--- src/gpio_out_pkg.sv ---
// Constants shared by the pin output and pull control block
package gpio_out_pkg;

	// ==========================================================
	// Register offsets (byte addresses as seen on the register port)
	localparam logic [31:0] OFFSET_LEVEL_LOW   = 32'h0B00011C;
	localparam logic [31:0] OFFSET_LEVEL_HIGH  = 32'h0B00011E;
	localparam logic [31:0] OFFSET_PULL_USAGE  = 32'h0B0002E0;

	// ==========================================================
	// Field positions
	localparam int          LEVEL_HIGH_LSB     = 0;
	localparam int          ENABLE_HIGH_LSB    = 8;
	localparam int          HIGH_PIN_COUNT     = 2;
	localparam int          PULL_PIN_COUNT     = 15;
	localparam int          LOW_PIN_COUNT      = 16;
	localparam int          DIR_SELECT_WIDTH   = 16;

	// ==========================================================
	// Reset values taken on the real-time-clock reset
	localparam logic [15:0] RESET_LEVEL_LOW    = 16'h0FFF;
	localparam logic [1:0]  RESET_LEVEL_HIGH   = 2'h0;
	localparam logic [1:0]  RESET_ENABLE_HIGH  = 2'h0;
	localparam logic [14:0] RESET_PULL_USAGE   = 15'h0000;

	// ==========================================================
	// Register selection
	typedef enum logic [1:0] {
		SEL_NONE,
		SEL_LEVEL_LOW,
		SEL_LEVEL_HIGH,
		SEL_PULL_USAGE
	} reg_select_e;

	function automatic reg_select_e decodeAddress(input logic [31:0] addr);
		reg_select_e sel;
		sel = SEL_NONE;
		if (addr == OFFSET_LEVEL_LOW)
			sel = SEL_LEVEL_LOW;
		else if (addr == OFFSET_LEVEL_HIGH)
			sel = SEL_LEVEL_HIGH;
		else if (addr == OFFSET_PULL_USAGE)
			sel = SEL_PULL_USAGE;
		return sel;
	endfunction : decodeAddress

endpackage : gpio_out_pkg

--- src/pull_if.sv ---
// Interface carrying pull settings to the pull resolver and its results back
`timescale 1ns/100ps
`default_nettype none
interface pull_if;
	import gpio_out_pkg::*;

	logic [PULL_PIN_COUNT-1:0]   pullUsage;
	logic [PULL_PIN_COUNT-1:0]   pullPolarity;
	logic [DIR_SELECT_WIDTH-1:0] dirSelectLow;
	logic [PULL_PIN_COUNT-1:0]   pullUpOn;
	logic [PULL_PIN_COUNT-1:0]   pullDownOn;

	modport source (
		output pullUsage,
		output pullPolarity,
		output dirSelectLow,
		input  pullUpOn,
		input  pullDownOn
	);

	modport resolver (
		input  pullUsage,
		input  pullPolarity,
		input  dirSelectLow,
		output pullUpOn,
		output pullDownOn
	);
endinterface : pull_if
`default_nettype wire

--- src/pull_resolver.sv ---
// Turns pull usage, polarity and direction select into registered pull controls
`timescale 1ns/100ps
`default_nettype none
module pull_resolver
	import gpio_out_pkg::*;
(
	// Clock and reset
	input  wire logic   core_clk,
	input  wire logic   reset,
	// Pull settings and results
	pull_if.resolver    pull
);

	typedef struct packed {
		logic [PULL_PIN_COUNT-1:0] up;
		logic [PULL_PIN_COUNT-1:0] down;
	} pull_state_s;

	pull_state_s st;
	pull_state_s next_st;
	logic        allInputs;

	// ==========================================================
	// Pull resolution
	always_comb
	begin
		next_st   = st;
		// Pulls act only while every low-bank pin is an input
		allInputs = (pull.dirSelectLow == '0);
		if (allInputs)
		begin
			next_st.up   = pull.pullUsage & pull.pullPolarity;
			next_st.down = pull.pullUsage & ~pull.pullPolarity;
		end
		else
		begin
			next_st.up   = '0;
			next_st.down = '0;
		end
	end

	always_ff @(posedge core_clk or posedge reset)
	begin
		if (reset)
			st <= '0;
		else
			st <= next_st;
	end

	assign pull.pullUpOn   = st.up;
	assign pull.pullDownOn = st.down;
endmodule : pull_resolver
`default_nettype wire

--- src/gpio_output_data_and_pull_control.sv ---
// Pin output data, output enables and pull usage control with register port
//
// Contract
// - Each written output data bit drives its pin: 1 high, 0 low.
// - Reading an output data bit returns the written value, not the pin.
// - Low data register: bits 0..15 drive pins 32..47 in order.
// - Resets other than the clock-domain reset keep every field unchanged.
// - Pins 47..44 share serial lines; pins 43..32 share keyboard scan lines.
// - High register bit 9 enables pin 49 driver, bit 8 pin 48.
// - High register bits 1 and 0 give levels of pins 49 and 48.
// - Pin 48 shares the wide bus indicator; output use excludes it.
// - Reserved bits read zero; software writes zero to them.
// - Pin 49 is input during clock-domain reset, output otherwise; here it stays undriven after reset until bit 9 is written 1.
// - Pull usage register: one bit per pin 0..14, 1 activates pull.
// - With pull active, the polarity bit chooses pull up or down.
// - Pulls act only while all low direction select bits are zero.
// - Pin 15 has no pull control; usage bit 15 is reserved.
// - Polarity 1 selects pull-up, 0 selects pull-down.
//
// Added by the designer: the address-and-strobe port.
`timescale 1ns/100ps
`default_nettype none
module gpio_output_data_and_pull_control
	import gpio_out_pkg::*;
#(
	parameter int ADDR_WIDTH = 32
)
(
	// Clock and resets
	input  wire logic                        core_clk,
	input  wire logic                        reset,
	input  wire logic                        sysReset,
	// Register port
	input  wire logic [ADDR_WIDTH-1:0]       regAddr,
	input  wire logic [15:0]                 regWrData,
	input  wire logic                        regWrite,
	input  wire logic                        regRead,
	output logic      [15:0]                 regRdData,
	// Output-only pins 32 to 47
	output logic      [LOW_PIN_COUNT-1:0]    pinOutLevel,
	// Pins 48 and 49
	output logic                             pin48Level,
	output logic                             pin48OutEnableN,
	output logic                             pin49Level,
	output logic                             pin49OutEnableN,
	// Pull controls for pins 0 to 14
	input  wire logic [PULL_PIN_COUNT-1:0]   pullPolarity,
	input  wire logic [DIR_SELECT_WIDTH-1:0] dirSelectLow,
	output logic      [PULL_PIN_COUNT-1:0]   pullUpOn,
	output logic      [PULL_PIN_COUNT-1:0]   pullDownOn
);

	typedef struct packed {
		logic [LOW_PIN_COUNT-1:0]  levelLow;
		logic [HIGH_PIN_COUNT-1:0] levelHigh;
		logic [HIGH_PIN_COUNT-1:0] outEnableN;
		logic [PULL_PIN_COUNT-1:0] pullUsage;
		logic [15:0]               rdData;
	} state_s;

	state_s      st;
	state_s      next_st;
	reg_select_e wrSel;
	reg_select_e rdSel;
	logic        busOpen;
	logic [31:0] fullAddr;

	pull_if pull ();

	// ==========================================================
	// Address decode
	always_comb
	begin
		fullAddr = 32'(regAddr);
		wrSel    = decodeAddress(fullAddr);
		rdSel    = decodeAddress(fullAddr);
		// Register port is ignored while another reset holds the system
		busOpen  = !sysReset;
	end

	// ==========================================================
	// Register writes and read data
	always_comb
	begin
		next_st        = st;
		next_st.rdData = 16'h0000;

		if (busOpen && regWrite)
		begin
			if (wrSel == SEL_LEVEL_LOW)
			begin
				// Bit n drives pin 32+n; pins 44..47 and 32..43 are shared outputs
				next_st.levelLow = regWrData;
			end
			else if (wrSel == SEL_LEVEL_HIGH)
			begin
				next_st.levelHigh  = regWrData[LEVEL_HIGH_LSB +: HIGH_PIN_COUNT];
				// Enable stored inverted so the pin enable is a flop output
				next_st.outEnableN = ~regWrData[ENABLE_HIGH_LSB +: HIGH_PIN_COUNT];
			end
			else if (wrSel == SEL_PULL_USAGE)
			begin
				// Bit 15 has no storage: pin 15 is the carrier detect input
				next_st.pullUsage = regWrData[PULL_PIN_COUNT-1:0];
			end
		end

		if (busOpen && regRead)
		begin
			if (rdSel == SEL_LEVEL_LOW)
			begin
				next_st.rdData = st.levelLow;
			end
			else if (rdSel == SEL_LEVEL_HIGH)
			begin
				next_st.rdData[LEVEL_HIGH_LSB +: HIGH_PIN_COUNT]  = st.levelHigh;
				next_st.rdData[ENABLE_HIGH_LSB +: HIGH_PIN_COUNT] = ~st.outEnableN;
			end
			else if (rdSel == SEL_PULL_USAGE)
			begin
				next_st.rdData[PULL_PIN_COUNT-1:0] = st.pullUsage;
			end
		end
	end

	// Only the clock-domain reset loads defaults; pins 48/49 come up undriven
	always_ff @(posedge core_clk or posedge reset)
	begin
		if (reset)
		begin
			st.levelLow   <= RESET_LEVEL_LOW;
			st.levelHigh  <= RESET_LEVEL_HIGH;
			st.outEnableN <= ~RESET_ENABLE_HIGH;
			st.pullUsage  <= RESET_PULL_USAGE;
			st.rdData     <= 16'h0000;
		end
		else
		begin
			st <= next_st;
		end
	end

	// ==========================================================
	// Pull resolution
	assign pull.pullUsage    = st.pullUsage;
	assign pull.pullPolarity = pullPolarity;
	assign pull.dirSelectLow = dirSelectLow;

	pull_resolver u_pull_resolver (
		.core_clk (core_clk),
		.reset    (reset),
		.pull     (pull.resolver)
	);

	// ==========================================================
	// Outputs
	assign regRdData       = st.rdData;
	assign pinOutLevel     = st.levelLow;
	assign pin48Level      = st.levelHigh[0];
	assign pin49Level      = st.levelHigh[1];
	// Pin not driven while its enable bit is zero
	assign pin48OutEnableN = st.outEnableN[0];
	assign pin49OutEnableN = st.outEnableN[1];
	assign pullUpOn        = pull.pullUpOn;
	assign pullDownOn      = pull.pullDownOn;
endmodule : gpio_output_data_and_pull_control
`default_nettype wire

--- config.mk ---
export PLATFORM = sky130hd
export DESIGN_NAME = gpio_output_data_and_pull_control
export DESIGN_NICKNAME = d
export VERILOG_FILES = /design/src/gpio_out_pkg.sv /design/src/pull_if.sv /design/src/pull_resolver.sv /design/src/gpio_output_data_and_pull_control.sv
export SDC_FILE = /design/constraint.sdc
export NUM_CORES = 1
export LEC_CHECK = 0
export BUFFER_PORTS_ARGS = -buffer_cell sky130_fd_sc_hd__buf_2
export CAP_MARGIN = 30
export CORE_MARGIN = 2
export CORE_UTILIZATION = 40
export CTS_CLUSTER_DIAMETER = 80
export DETAILED_ROUTE_END_ITERATION = 8
export PLACE_DENSITY = 0.79
export SKIP_CTS_REPAIR_TIMING = 1
export SYNTH_ARGS = -nofsm -noshare
export SYNTH_HDL_FRONTEND = slang
export SYNTH_SLANG_ARGS = --single-unit
--- constraint.sdc ---
create_clock -name core_clk -period 6.6 [get_ports core_clk]
set_input_delay 1.32 -clock core_clk [delete_from_list [all_inputs] [get_ports core_clk]]
set_output_delay 1.32 -clock core_clk [all_outputs]
set_load 0.03 [all_outputs]
# Word-level counts from Yosys, hierarchy flattened
# Index checks and enable logic that the tools add are counted.
# Widths: inputs -> output; s select.
[word_totals]
register_bits = 81
output_inout_bits = 66
elab_cells = 39
[op_classes]
n_eq_ne = 6
muxes = 12
n_bitwise = 7
reduce_logical = 7
[ops]
columns = ["cell", "count"]
rows = [
  ["$eq 32x28->1 const B", 3],
  ["$and 15x15->15", 2],
  ["$mux 15", 2],
  ["$mux 30", 1],
  ["$logic_not 16->1", 1],
  ["$mux 16", 1],
  ["$not 15->15", 1],
  ["$mux 2", 5],
  ["$mux 6", 1],
  ["$mux 5", 1],
  ["$eq 2x2->1 const B", 2],
  ["$not 2->2", 2],
  ["$reduce_and 4->1", 1],
  ["$reduce_and 3->1", 1],
  ["$eq 2x1->1 const B", 1],
  ["$logic_and 1x1->1", 2],
  ["$not 1->1", 2],
  ["$reduce_and 2->1", 1],
  ["$logic_not 1->1", 1],
  ["$mux 1", 1],
]

# Longest topological paths before layout
# Gate-level depths: netlist of run 1.
[depth]
depth_word = 9
depth_mapped = 6
mapped_depth_nobuf = 4

# Cells and area by module
# Synthesis of run 1 repeated with hierarchy kept, for this count alone.
[hier_totals]
hier_cells = 236
area_unflattened_um2 = 3399.5
[by_module_without_submodules]
columns = ["mod", "instances", "cells_per_inst", "area_each_um2", "seq_area_each_um2"]
rows = [
  ["gpio_output_data_and_pull_control", 1, 167, 2294.7, 1293.7],
  ["pull_resolver", 1, 69, 1104.8, 750.7],
]

# Least setup slack after synthesis of run 1
# Ideal clock, no wire load.
[synth_timing]
path_type = "input -> register"
start = "in regAddr[8]"
end = "reg pull.pullUsage[0] (netlist name)"
setup_ps = 125
arrival_ps = 2838
required_time_ps = 6475
path_slack_ps = 3638
cell_stages = 5
cell_sequence = "or4bb_1 > nor3_1 > nor3b_4 > buf_4 > mux2_2"
[synth_between]
elab_chain_len = 7
[synth_lines]
columns = ["element", "line", "rtl"]
rows = [
  ["start, declared", "gpio_output_data_and_pull_control.sv:34", "input wire logic [ADDR_WIDTH-1:0] regAddr,"],
  ["$eq 32x28->1", "gpio_out_pkg.sv:42", "else if (addr == OFFSET_PULL_USAGE)"],
  ["$mux 2", "gpio_out_pkg.sv:42", ""],
  ["$mux 2", "gpio_out_pkg.sv:40", "else if (addr == OFFSET_LEVEL_HIGH)"],
  ["$mux 2 (*)", "gpio_out_pkg.sv:38", "if (addr == OFFSET_LEVEL_LOW)"],
  ["$eq 2x2->1 / $eq 2x1->1 (equally long branches)", "gpio_output_data_and_pull_control.sv:95, gpio_output_data_and_pull_control.sv:90", ""],
  ["$not 1->1 (no source line)", "--", ""],
  ["$reduce_and 4->1 (no source line) (*)", "--", ""],
]
# Every way passes the cells marked *; elsewhere a longest branch is shown, timed or not.
# A chain may end at the register's enable or synchronous reset.

# Worst setup path in the final report of run 1
[layout_timing]
start = "in regAddr[13]"
end = "reg pull.pullUsage[2] (netlist name)"
[layout_between]
elab_chain_len = 7
[layout_lines]
columns = ["element", "line"]
rows = [
  ["$eq 32x28->1", "gpio_out_pkg.sv:42"],
  ["$mux 2", "gpio_out_pkg.sv:42"],
  ["$mux 2", "gpio_out_pkg.sv:40"],
  ["$mux 2 (*)", "gpio_out_pkg.sv:38"],
  ["$eq 2x2->1 / $eq 2x1->1 (equally long branches)", "gpio_output_data_and_pull_control.sv:95, gpio_output_data_and_pull_control.sv:90"],
  ["$not 1->1 (no source line)", "--"],
  ["$reduce_and 4->1 (no source line) (*)", "--"],
]
# Marked as above.

==> metrics.yaml, run 1 <==
routing:
  drc_errors: 0
  drtIter0Drc: 46
  ant_nets: 0
  avgRoutedWirePerCell_um: 15.51
  via_per_inst: 5.004
  vias: 2602
  route.final.wire_length_um: 8064
  drtPass1Iterations: 4
power_and_ir_drop:
  p_int_uw: 715.7
  power_density_nw_per_um2: 207.3
  max-vdd-ir-drop_mv: 0.07495
  switching_share: 0.2168
  leakage_uw: 0.002410
  p_comb_frac: 0.055
  clock_power_share: 0.402
  power.switching_uw: 198.1
  finalPower_uw: 913.8
  pwr-share-seq: 0.543
min_path:
  hold_path.class: "reg -> reg"
timing:
  finalSetupViolations: 0
  timing.fmax_mhz: 316.2
  min_period_ps: 3163
  rsz0062_at_grt: "false"
  fin_skew_ps: 7.828
  maxSlewHeadroom: 0.3557
  slew_violations: 0
  hold_viol: 0
  fin_setup_tns_ps: 0
  tightest_slew_ps: 959.2
  finalCritPeriodShare: 0.4792
yosys:
  synth_area_leader_cell: "dfrtp_1"
  synth_cell_type_count: 35
  yosysSeqAreaShare: 0.6145
  synth.most_common_cell: "dfrtp_1"
  syn_area_sq_um: 3327
  synth_enable_flop_cells: 0
  syn-num-nets: 342
  ys_async_sr_fraction: 1.000
  synth.top_cell.area_share: 0.5039
  synthFlopType: "dfrtp_1"
  yosys_warnings: 0
  synthTopCellsByCount: "dfrtp_1 (67), mux2_2 (22), nand3_1 (22)"
  synth_seq_cells: 81
  syn_avg_cell_area_sq_um: 12.90
  synthCells: 258
  yosys-top-cells-area: "dfrtp_1 (50%), dfstp_2 (11%), mux2_2 (7.4%)"
grt:
  grt_pass1_vias: 2570
  antenna_found_initial: 0
  overflow: 0
  grtUsageTotal: 0.1796
  grt_pass1_wl_um: 12220
  grt_max_degree: 82
worst_setup_path:
  cp.required_ps: 6820
  cp-start-kind: "input port"
  cp_slowest_cell: "nor3b_4"
  path_max_fanout: 15
  end_kind: "register"
  path_cells: "buf_2 > nor4_1 > nand2_1 > nor3b_4 > mux2_2"
  crit_family: "simple AND/OR/NAND/NOR gates"
  arrival_ps: 3390
  crit_type: "in -> reg"
  crit_buf_inv: 1
  slowest_delay_ps: 790
floorplan:
  die_w_um: 95.20
  die_area_sq_um: 9063
  rows: 33
  start_util: 0.4090
  io_pins: 150
  fp.coreArea_sq_um: 8134
  fp.dieH_um: 95.20
place:
  dp_hpwl_um: 5969
  place_congestion: 0.7498
  portBuffers: 149
final_layout:
  fin_nets: 494
  final_layout_size_suffix_gt1_frac: 0.5229
  final_util: 0.5421
  diodes: 0
  syn_to_final_growth_pct: 32.53
  fill_cells: 725
cts:
  clkLatencyLatePin_ps: 340
  clock_path_buffers: 2
  cts_sinks: 81
  cts.root.buffer_cell: "clkbuf_8"
  cts_max_level: 3
  cts_buffers: 9
  clkTransAtPathRegs_ps: 80
  cts_tree: "built"
job:
  maxCapViolations: 0
outcome:
  outcome: "finished clean"
area by class of cell:
type	count	area, sq um	area share
multi-input cells	162	1222	0.2772
clock buffers	12	155.1	0.03519
inverters	4	16.27	0.003689
well taps	105	131.4	0.02980
clock inverters	4	51.30	0.01163
repair buffers	152	788.3	0.1788
flip-flops and latches	81	2044	0.4637
sequential cells by signal, indices dropped and copies added, names as in the netlist:
| register | cells |
|---|---|
| pin48Level | 1 |
| u_pull_resolver.pull.pullDownOn | 15 |
| pin49Level | 1 |
| pin49OutEnableN | 1 |
| u_pull_resolver.pull.pullUpOn | 15 |
| pinOutLevel | 16 |
| regRdData | 16 |
| pin48OutEnableN | 1 |
| pull.pullUsage | 15 |
power groups by stage:
stage | combinational, uW | sequential [uW] | clock, uW
6_report | 50.5 | 496 | 367
4_1_cts | 49.8 | 496 | 379
2_1_floorplan | 14.7 | 506 | 0
3_5_place_dp | 49.6 | 506 | 0
5_1_grt | 56.6 | 496 | 399
3_3_place_gp | 48.1 | 506 | 0
cell usage in the layout (no fill, tap or decap), types with 3 or more instances in the layout:
cell type and count:
nor4_4 4, mux2_2 22, clkbuf_8 11, nor2_1 18, and3_1 19, inv_1 3
mux2_1 11, nand3_1 22, a21oi_1 11, nor4_1 6, nand2b_1 3, dfstp_2 14
o221a_2 4, dfrtp_1 67, buf_2 149, nand2_1 18, nor3_1 4
cell families (layout without fill, tap and decap cells):
family | after synthesis | in the layout | synth area share
compound gates | 17 | 17 | 0.03460
simple gates | 110 | 110 | 0.2125
mux | 35 | 35 | 0.1177
buf+inv | 15 | 172 | 0.02068
flops | 81 | 81 | 0.6145
worst reg2reg max path: stages, from the launching register on:
cell and delay (ps):
dfstp_2 560, a211oi_1 80, o221a_2 240
per-layer routing:
metal	up-vias	share of wire	GRT usage
li1	1235	-	-
met1	1254	0.41	0.2089
met2	102	0.51	0.3163
met3	11	0.063	0.04269
met4	0	0.016	0.07488
met5	-	0	0
stage by stage:
step	cell area [sq um]	hold WS (ps)	worst slack, ps	cells
floorplan	3327	492.6	3223	258
global placement	4175	473.5	3162	503
detailed placement	4175	479.0	3109	503
CTS	4382	491.6	3467	519
global route	4409	499.3	3341	520
finish	4409	486.7	3437	520
final timing paths:
| kind | slack (ps) | endpoint | startpoint | depth (start not counted) |
|---|---|---|---|---|
| worst max-delay path | 3440 | pull.pullUsage[2] | regAddr[13] | 5 |
| worst min-delay path | 490 | pin48OutEnableN | pin48OutEnableN | 2 |
| worst max register to register | 5620 | regRdData[8] | pin48OutEnableN | 2 |
| worst min register to register | 490 | pin48OutEnableN | pin48OutEnableN | 2 |
| max in group asynchronous | 5110 | pinOutLevel[9] | reset | 4 |
| min in group asynchronous | 910 | u_pull_resolver.pull.pullUpOn[3] | reset | 3 |
Note: power is estimated with default switching activity, not from simulation.
==> run 2, diff against run 1 <==
PLACE_DENSITY = 0.81   (was 0.79)
clock period = 2.9 ns   (was 6.6 ns; I/O delays follow)
==> metrics.yaml, run 2 (synthesis results as in run 1) <==
floorplan:
  start_util: 0.4090  # unchanged
  die_w_um: 95.20  # unchanged
  fp.coreArea_sq_um: 8134  # unchanged
  io_pins: 150  # unchanged
  die_area_sq_um: 9063  # unchanged
  fp.dieH_um: 95.20  # unchanged
  rows: 33  # unchanged
grt:
  overflow: 0  # unchanged
  top_usage_layer: "met2"
  grtUsageTotal: 0.1869  # +0.007272
  grt_util_met1: 0.2166  # +0.007700
  use_met2: 0.3304  # +0.01408
  grt_max_degree: 44  # -46%
  grt_pass1_vias: 2696  # +4.9%
  use_met3: 0.04901  # +0.006324
  antenna_found_initial: 0  # unchanged
  grt_pass1_wl_um: 12950  # +6.0%
worst_setup_path:
  r2r-start: "pin49OutEnableN"
  r2r_slack_ps: 1920  # -3700 ps
  cp.required_ps: 3120  # -3700 ps
  path_cells: "buf_2 > nor4bb_1 > nand4b_1 > nor4_2 > mux2_2"
  r2r_cells: 2  # unchanged
  reg2reg_to: "regRdData[9]"
  end_kind: "register"
  crit_type: "in -> reg"
  cp_slowest_cell: "nor4_2"
  startpoint: "regAddr[9]"
  path_max_fanout: 5  # -10
  crit_end: "pin48Level"
  cp-start-kind: "input port"
  arrival_ps: 2320  # -1070 ps
  slowest_delay_ps: 500  # -290 ps
power_and_ir_drop:
  power_density_nw_per_um2: 460.7  # +120%
  max-vdd-ir-drop_mv: 0.1911  # +150%
  leakage_uw: 0.002420  # +0.43%
place:
  portBuffers: 149  # unchanged
  place_congestion: 0.8056  # +7.4%
  dp_hpwl_um: 6077  # +1.8%
  placed_cells: 508  # +0.99%
timing:
  hold_viol: 0  # unchanged
  timing.fmax_mhz: 477.1
  fin_skew_ps: 9.237  # +1.409 ps
  finalCritPeriodShare: 0.7227
  maxSlewHeadroom: 0.4940  # +0.1383
  min_period_ps: 2096
  hold_slack_ps: 343.8  # -142.9 ps
  fin_setup_tns_ps: 0  # unchanged
  finalSetupViolations: 0  # unchanged
  slew_violations: 0  # unchanged
  rsz0062_at_grt: "false"
  tightest_slew_ps: 758.0  # -201.1 ps
cts:
  clock_path_buffers: 2  # unchanged
  clkLatencyLatePin_ps: 340  # about the same
  cts_max_level: 3  # unchanged
  cts.root.buffer_cell: "clkbuf_8"
  cts_tree: "built"
  cts_buffers: 9  # unchanged
  clkTransAtPathRegs_ps: 80  # about the same
  cts_sinks: 81  # unchanged
final_layout:
  final_layout_size_suffix_gt1_frac: 0.5227  # about the same
  stdcell_count: 524  # +0.77%
  regArea_sq_um: 2044  # unchanged
  diodes: 0  # unchanged
  multi_input_area_sq_um: 1222  # unchanged
  fill_cells: 716  # -1.2%
  final_common_cell: "buf_2"
  fin_nets: 498  # +0.81%
  final_cell_mix: "buf_2 (149), dfrtp_1 (67), mux2_2 (22), nand3_1 (22), and3_1 (19)"
  syn_to_final_growth_pct: 32.76
routing:
  drc_errors: 0  # unchanged
  vias: 2611  # +0.35%
  drtPass1Iterations: 4  # unchanged
  drtIter0Drc: 72  # +57%
  avgRoutedWirePerCell_um: 15.41  # -0.62%
  route.final.wire_length_um: 8076  # +0.15%
  via_per_inst: 4.983  # -0.42%
  ant_nets: 0  # unchanged
job:
  maxCapViolations: 0  # unchanged
outcome:
  outcome: "finished clean"
min_path:
  hold_path.class: "in -> async"
run 2: layout make-up:
class | instances | area share
clock buffer | 13 | 0.03371
timing repair buffer | 156 | 0.1836
multi-input combinational | 162 | 0.2768
sequential | 81 | 0.4629
clock inverter | 3 | 0.009632
inverter | 4 | 0.003683
tap | 105 | 0.02975
run 2: critical path, delay by kind of cell:
kind	cells	cell delay, ps
muxes	1	390
and+or+nand+nor	3	1230
buffers and inverters	1	110
run 2: worst min-delay path by stage:
stage | startpoint | end | slack (ps) | depth (start not counted)
6_report | reset | regRdData[2] | 340 | 2
5_1_grt | pullPolarity[0] | u_pull_resolver.pull.pullDownOn[0] | 380 | 2
3_5_place_dp | pin48OutEnableN | pin48OutEnableN | 470 | 2
2_1_floorplan | pull.pullUsage[8] | u_pull_resolver.pull.pullDownOn[8] | 490 | 2
4_1_cts | reset | u_pull_resolver.pull.pullDownOn[2] | 360 | 2
3_3_place_gp | pin48OutEnableN | pin48OutEnableN | 470 | 2
run 2: power by group:
| group | switching (uW) | leakage [uW] | total (uW) | internal (uW) |
|---|---|---|---|---|
| logic | 62.5 | 0.00125 | 115 | 52.0 |
| clock network | 369 | 0.0000936 | 791 | 421 |
| registers | 0.00000145 | 0.00108 | 1130 | 1130 |
run 2: metal layers:
metal | part of all wire | routed length, um
met5 | 0 | 0
met2 | 0.51 | 4151
met1 | 0.39 | 3167
met3 | 0.084 | 682
met4 | 0.0092 | 74
run 2: through the flow:
| step | utilization | instance area (sq um) | power (uW) | setup WS [ps] |
|---|---|---|---|---|
| 2_1_floorplan | - | 3327 | 1185 | 263.1 |
| 3_3_place_gp | 0.5195 | 4225 | 1264 | 504.1 |
| 3_5_place_dp | 0.5195 | 4225 | 1268 | 442.7 |
| 4_1_cts | 0.5430 | 4417 | 2063 | 808.3 |
| 5_1_grt | 0.5430 | 4417 | 2118 | 619.4 |
| 6_report | 0.5430 | 4417 | 2035 | 804.1 |
==> run 3, diff against run 2 <==
ABC_AREA = 1   (was not set)
PLACE_DENSITY = 0.8   (was 0.81)
clock period = 1.9 ns   (was 2.9 ns; I/O delays follow)
==> metrics.yaml, run 3 <==
routing:
  avgRoutedWirePerCell_um: 13.58  # -12%
  ant_nets: 0  # unchanged
  vias: 3278  # +26%
  route.final.wire_length_um: 9250  # +15%
  drc_errors: 0  # unchanged
  via_per_inst: 4.814  # -3.4%
  drtPass1Iterations: 6  # +2
  drtIter0Drc: 142  # +97%
yosys:
  synth.top_cell.area_share: 0.4646  # -0.03932
  synth_seq_cells: 81  # unchanged
  yosys-top-cells-area: "dfrtp_1 (46%), nand2_1 (11%), dfstp_2 (10%)"
  yosysSeqAreaShare: 0.5666  # -0.04794
  syn-num-nets: 496  # +45%
  yosys_warnings: 0  # unchanged
  synthCells: 412  # +60%
  ys_async_sr_fraction: 1.000  # unchanged
  synth_area_leader_cell: "dfrtp_1"
  synth_enable_flop_cells: 0  # unchanged
  syn_area_sq_um: 3608  # +8.5%
  synthFlopType: "dfrtp_1"
  syn_avg_cell_area_sq_um: 8.758  # -32%
  synth.most_common_cell: "nand2_1"
  synth_cell_type_count: 25  # -29%
  synthTopCellsByCount: "nand2_1 (110), dfrtp_1 (67), nor2_1 (57)"
cts:
  cts.root.buffer_cell: "clkbuf_8"
  clock_path_buffers: 2  # unchanged
  cts_sinks: 81  # unchanged
  clkTransAtPathRegs_ps: 90  # about the same
  clkLatencyLatePin_ps: 340  # about the same
  cts_max_level: 3  # unchanged
  cts_tree: "built"
  cts_buffers: 9  # unchanged
floorplan:
  fp.dieH_um: 98.98  # +4.0%
  fp.coreArea_sq_um: 8721  # +7.2%
  start_util: 0.4138  # +0.004759
  rows: 34  # +3.0%
  die_w_um: 98.98  # +4.0%
  io_pins: 150  # unchanged
  die_area_sq_um: 9797  # +8.1%
outcome:
  outcome: "finished clean"
min_path:
  hold_path.class: "in -> async"
job:
  maxCapViolations: 0  # unchanged
timing:
  slew_violations: 0  # unchanged
  finalCritPeriodShare: 0.7856
  rsz0062_at_grt: "false"
  timing.fmax_mhz: 669.9
  hold_slack_ps: 94.18  # -249.6 ps
  tightest_slew_ps: 600.0  # -158.1 ps
  fin_setup_tns_ps: 0  # unchanged
  min_period_ps: 1493
  fin_skew_ps: 9.752  # +0.5149 ps
  hold_viol: 0  # unchanged
  maxSlewHeadroom: 0.5990  # +0.1050
  finalSetupViolations: 0  # unchanged
power_and_ir_drop:
  power_density_nw_per_um2: 691.9  # +50%
  max-vdd-ir-drop_mv: 0.2663  # +39%
  leakage_uw: 0.002718  # +12%
worst_setup_path:
  cp.required_ps: 1520  # -1600 ps
  crit_buf_inv: 1  # unchanged
  slowest_delay_ps: 570  # +70 ps
  path_cells: "buf_2"
  crit_type: "reg -> out"
  end_kind: "primary output"
  cp_slowest_cell: "dfstp_2"
  path_max_fanout: 3  # -2
  arrival_ps: 1110  # -1210 ps
  cp-start-kind: "register"
  crit_family: "flip-flops"
final_layout:
  diodes: 0  # unchanged
  fin_nets: 652  # +31%
  final_util: 0.5397  # -0.003251
  fill_cells: 797  # +11%
  final_layout_size_suffix_gt1_frac: 0.3735  # -0.1492
  syn_to_final_growth_pct: 30.44
  final_common_cell: "buf_2"
  final_cell_mix: "buf_2 (149), nand2_1 (110), dfrtp_1 (67)"
place:
  place_congestion: 0.9070  # +13%
  dp_hpwl_um: 7139  # +17%
  portBuffers: 149  # unchanged
grt:
  overflow: 0  # unchanged
  grt_max_degree: 27  # -39%
  grtUsageTotal: 0.1945  # +0.007673
  grt_pass1_wl_um: 15330  # +18%
  antenna_found_initial: 0  # unchanged
  grt_pass1_vias: 3335  # +24%
## run 3: cell count changes after synthesis, sizes merged, moves of 3 or more
cell / change
nor4: -9
o21ai: +17
inv: +42
nand2b: -3
a21oi: +5
nor2: +42
and3: -19
o221a: -4
nand2: +96
buf: +7
nand3: +36
mux2: -33
clkbuf: -4
## run 3: metrics by stage
step / total power [uW] / instance area [sq um] / setup slack [ps] / std cells
floorplan: 1837 / 3612 / 523.8 / 412
global placement: 1969 / 4497 / 284.6 / 665
detailed placement: 1976 / 4497 / 199.2 / 665
CTS: 3300 / 4707 / 397.9 / 681
global route: 3382 / 4707 / 295.1 / 681
finish: 3257 / 4707 / 407.3 / 681
## run 3: path summary, 6_finish.rpt
kind / slack (ps) / from / end / depth (start not counted)
worst max-delay path: 410 / pinOutLevel[10] / pinOutLevel[10] / 1
worst min-delay path: 90 / reset / regRdData[3] / 2
worst max register to register: 920 / pinOutLevel[8] / regRdData[8] / 4
worst min register to register: 480 / pinOutLevel[3] / pinOutLevel[3] / 2
max in group asynchronous: 1180 / reset / pinOutLevel[8] / 3
min in group core_clk: 190 / pullPolarity[4] / u_pull_resolver.pull.pullDownOn[4] / 2
## run 3: cells by family (layout without fill, tap and decap cells)
kind of cell	after synthesis	count (layout)	synth area share
compound gates	33	33	0.04577
simple gates	238	238	0.3096
flops	81	81	0.5666
buf+inv	60	221	0.07802
## run 3: layout make-up
class	count	area [sq um]	area share
clock inverters	6	72.57	0.01542
repair buffers	159	858.3	0.1823
well taps	108	135.1	0.02871
flip-flops and latches	81	2044	0.4343
inverters	46	176.4	0.03748
multi-input cells	271	1282	0.2725
clock buffers	10	137.6	0.02924
## run 3: report_power, final
group	internal, uW	switching [uW]	total, uW
registers	1720	0.00000348	1720
clock network	660	655	1310
logic	91.8	127	219
## run 3: metal layers
layer | track usage | vias up | share of wire
li1 | - | 1599 | -
met1 | 0.2552 | 1547 | 0.43
met2 | 0.3202 | 113 | 0.49
met3 | 0.02482 | 19 | 0.051
met4 | 0.09378 | 0 | 0.029
met5 | 0 | - | 0
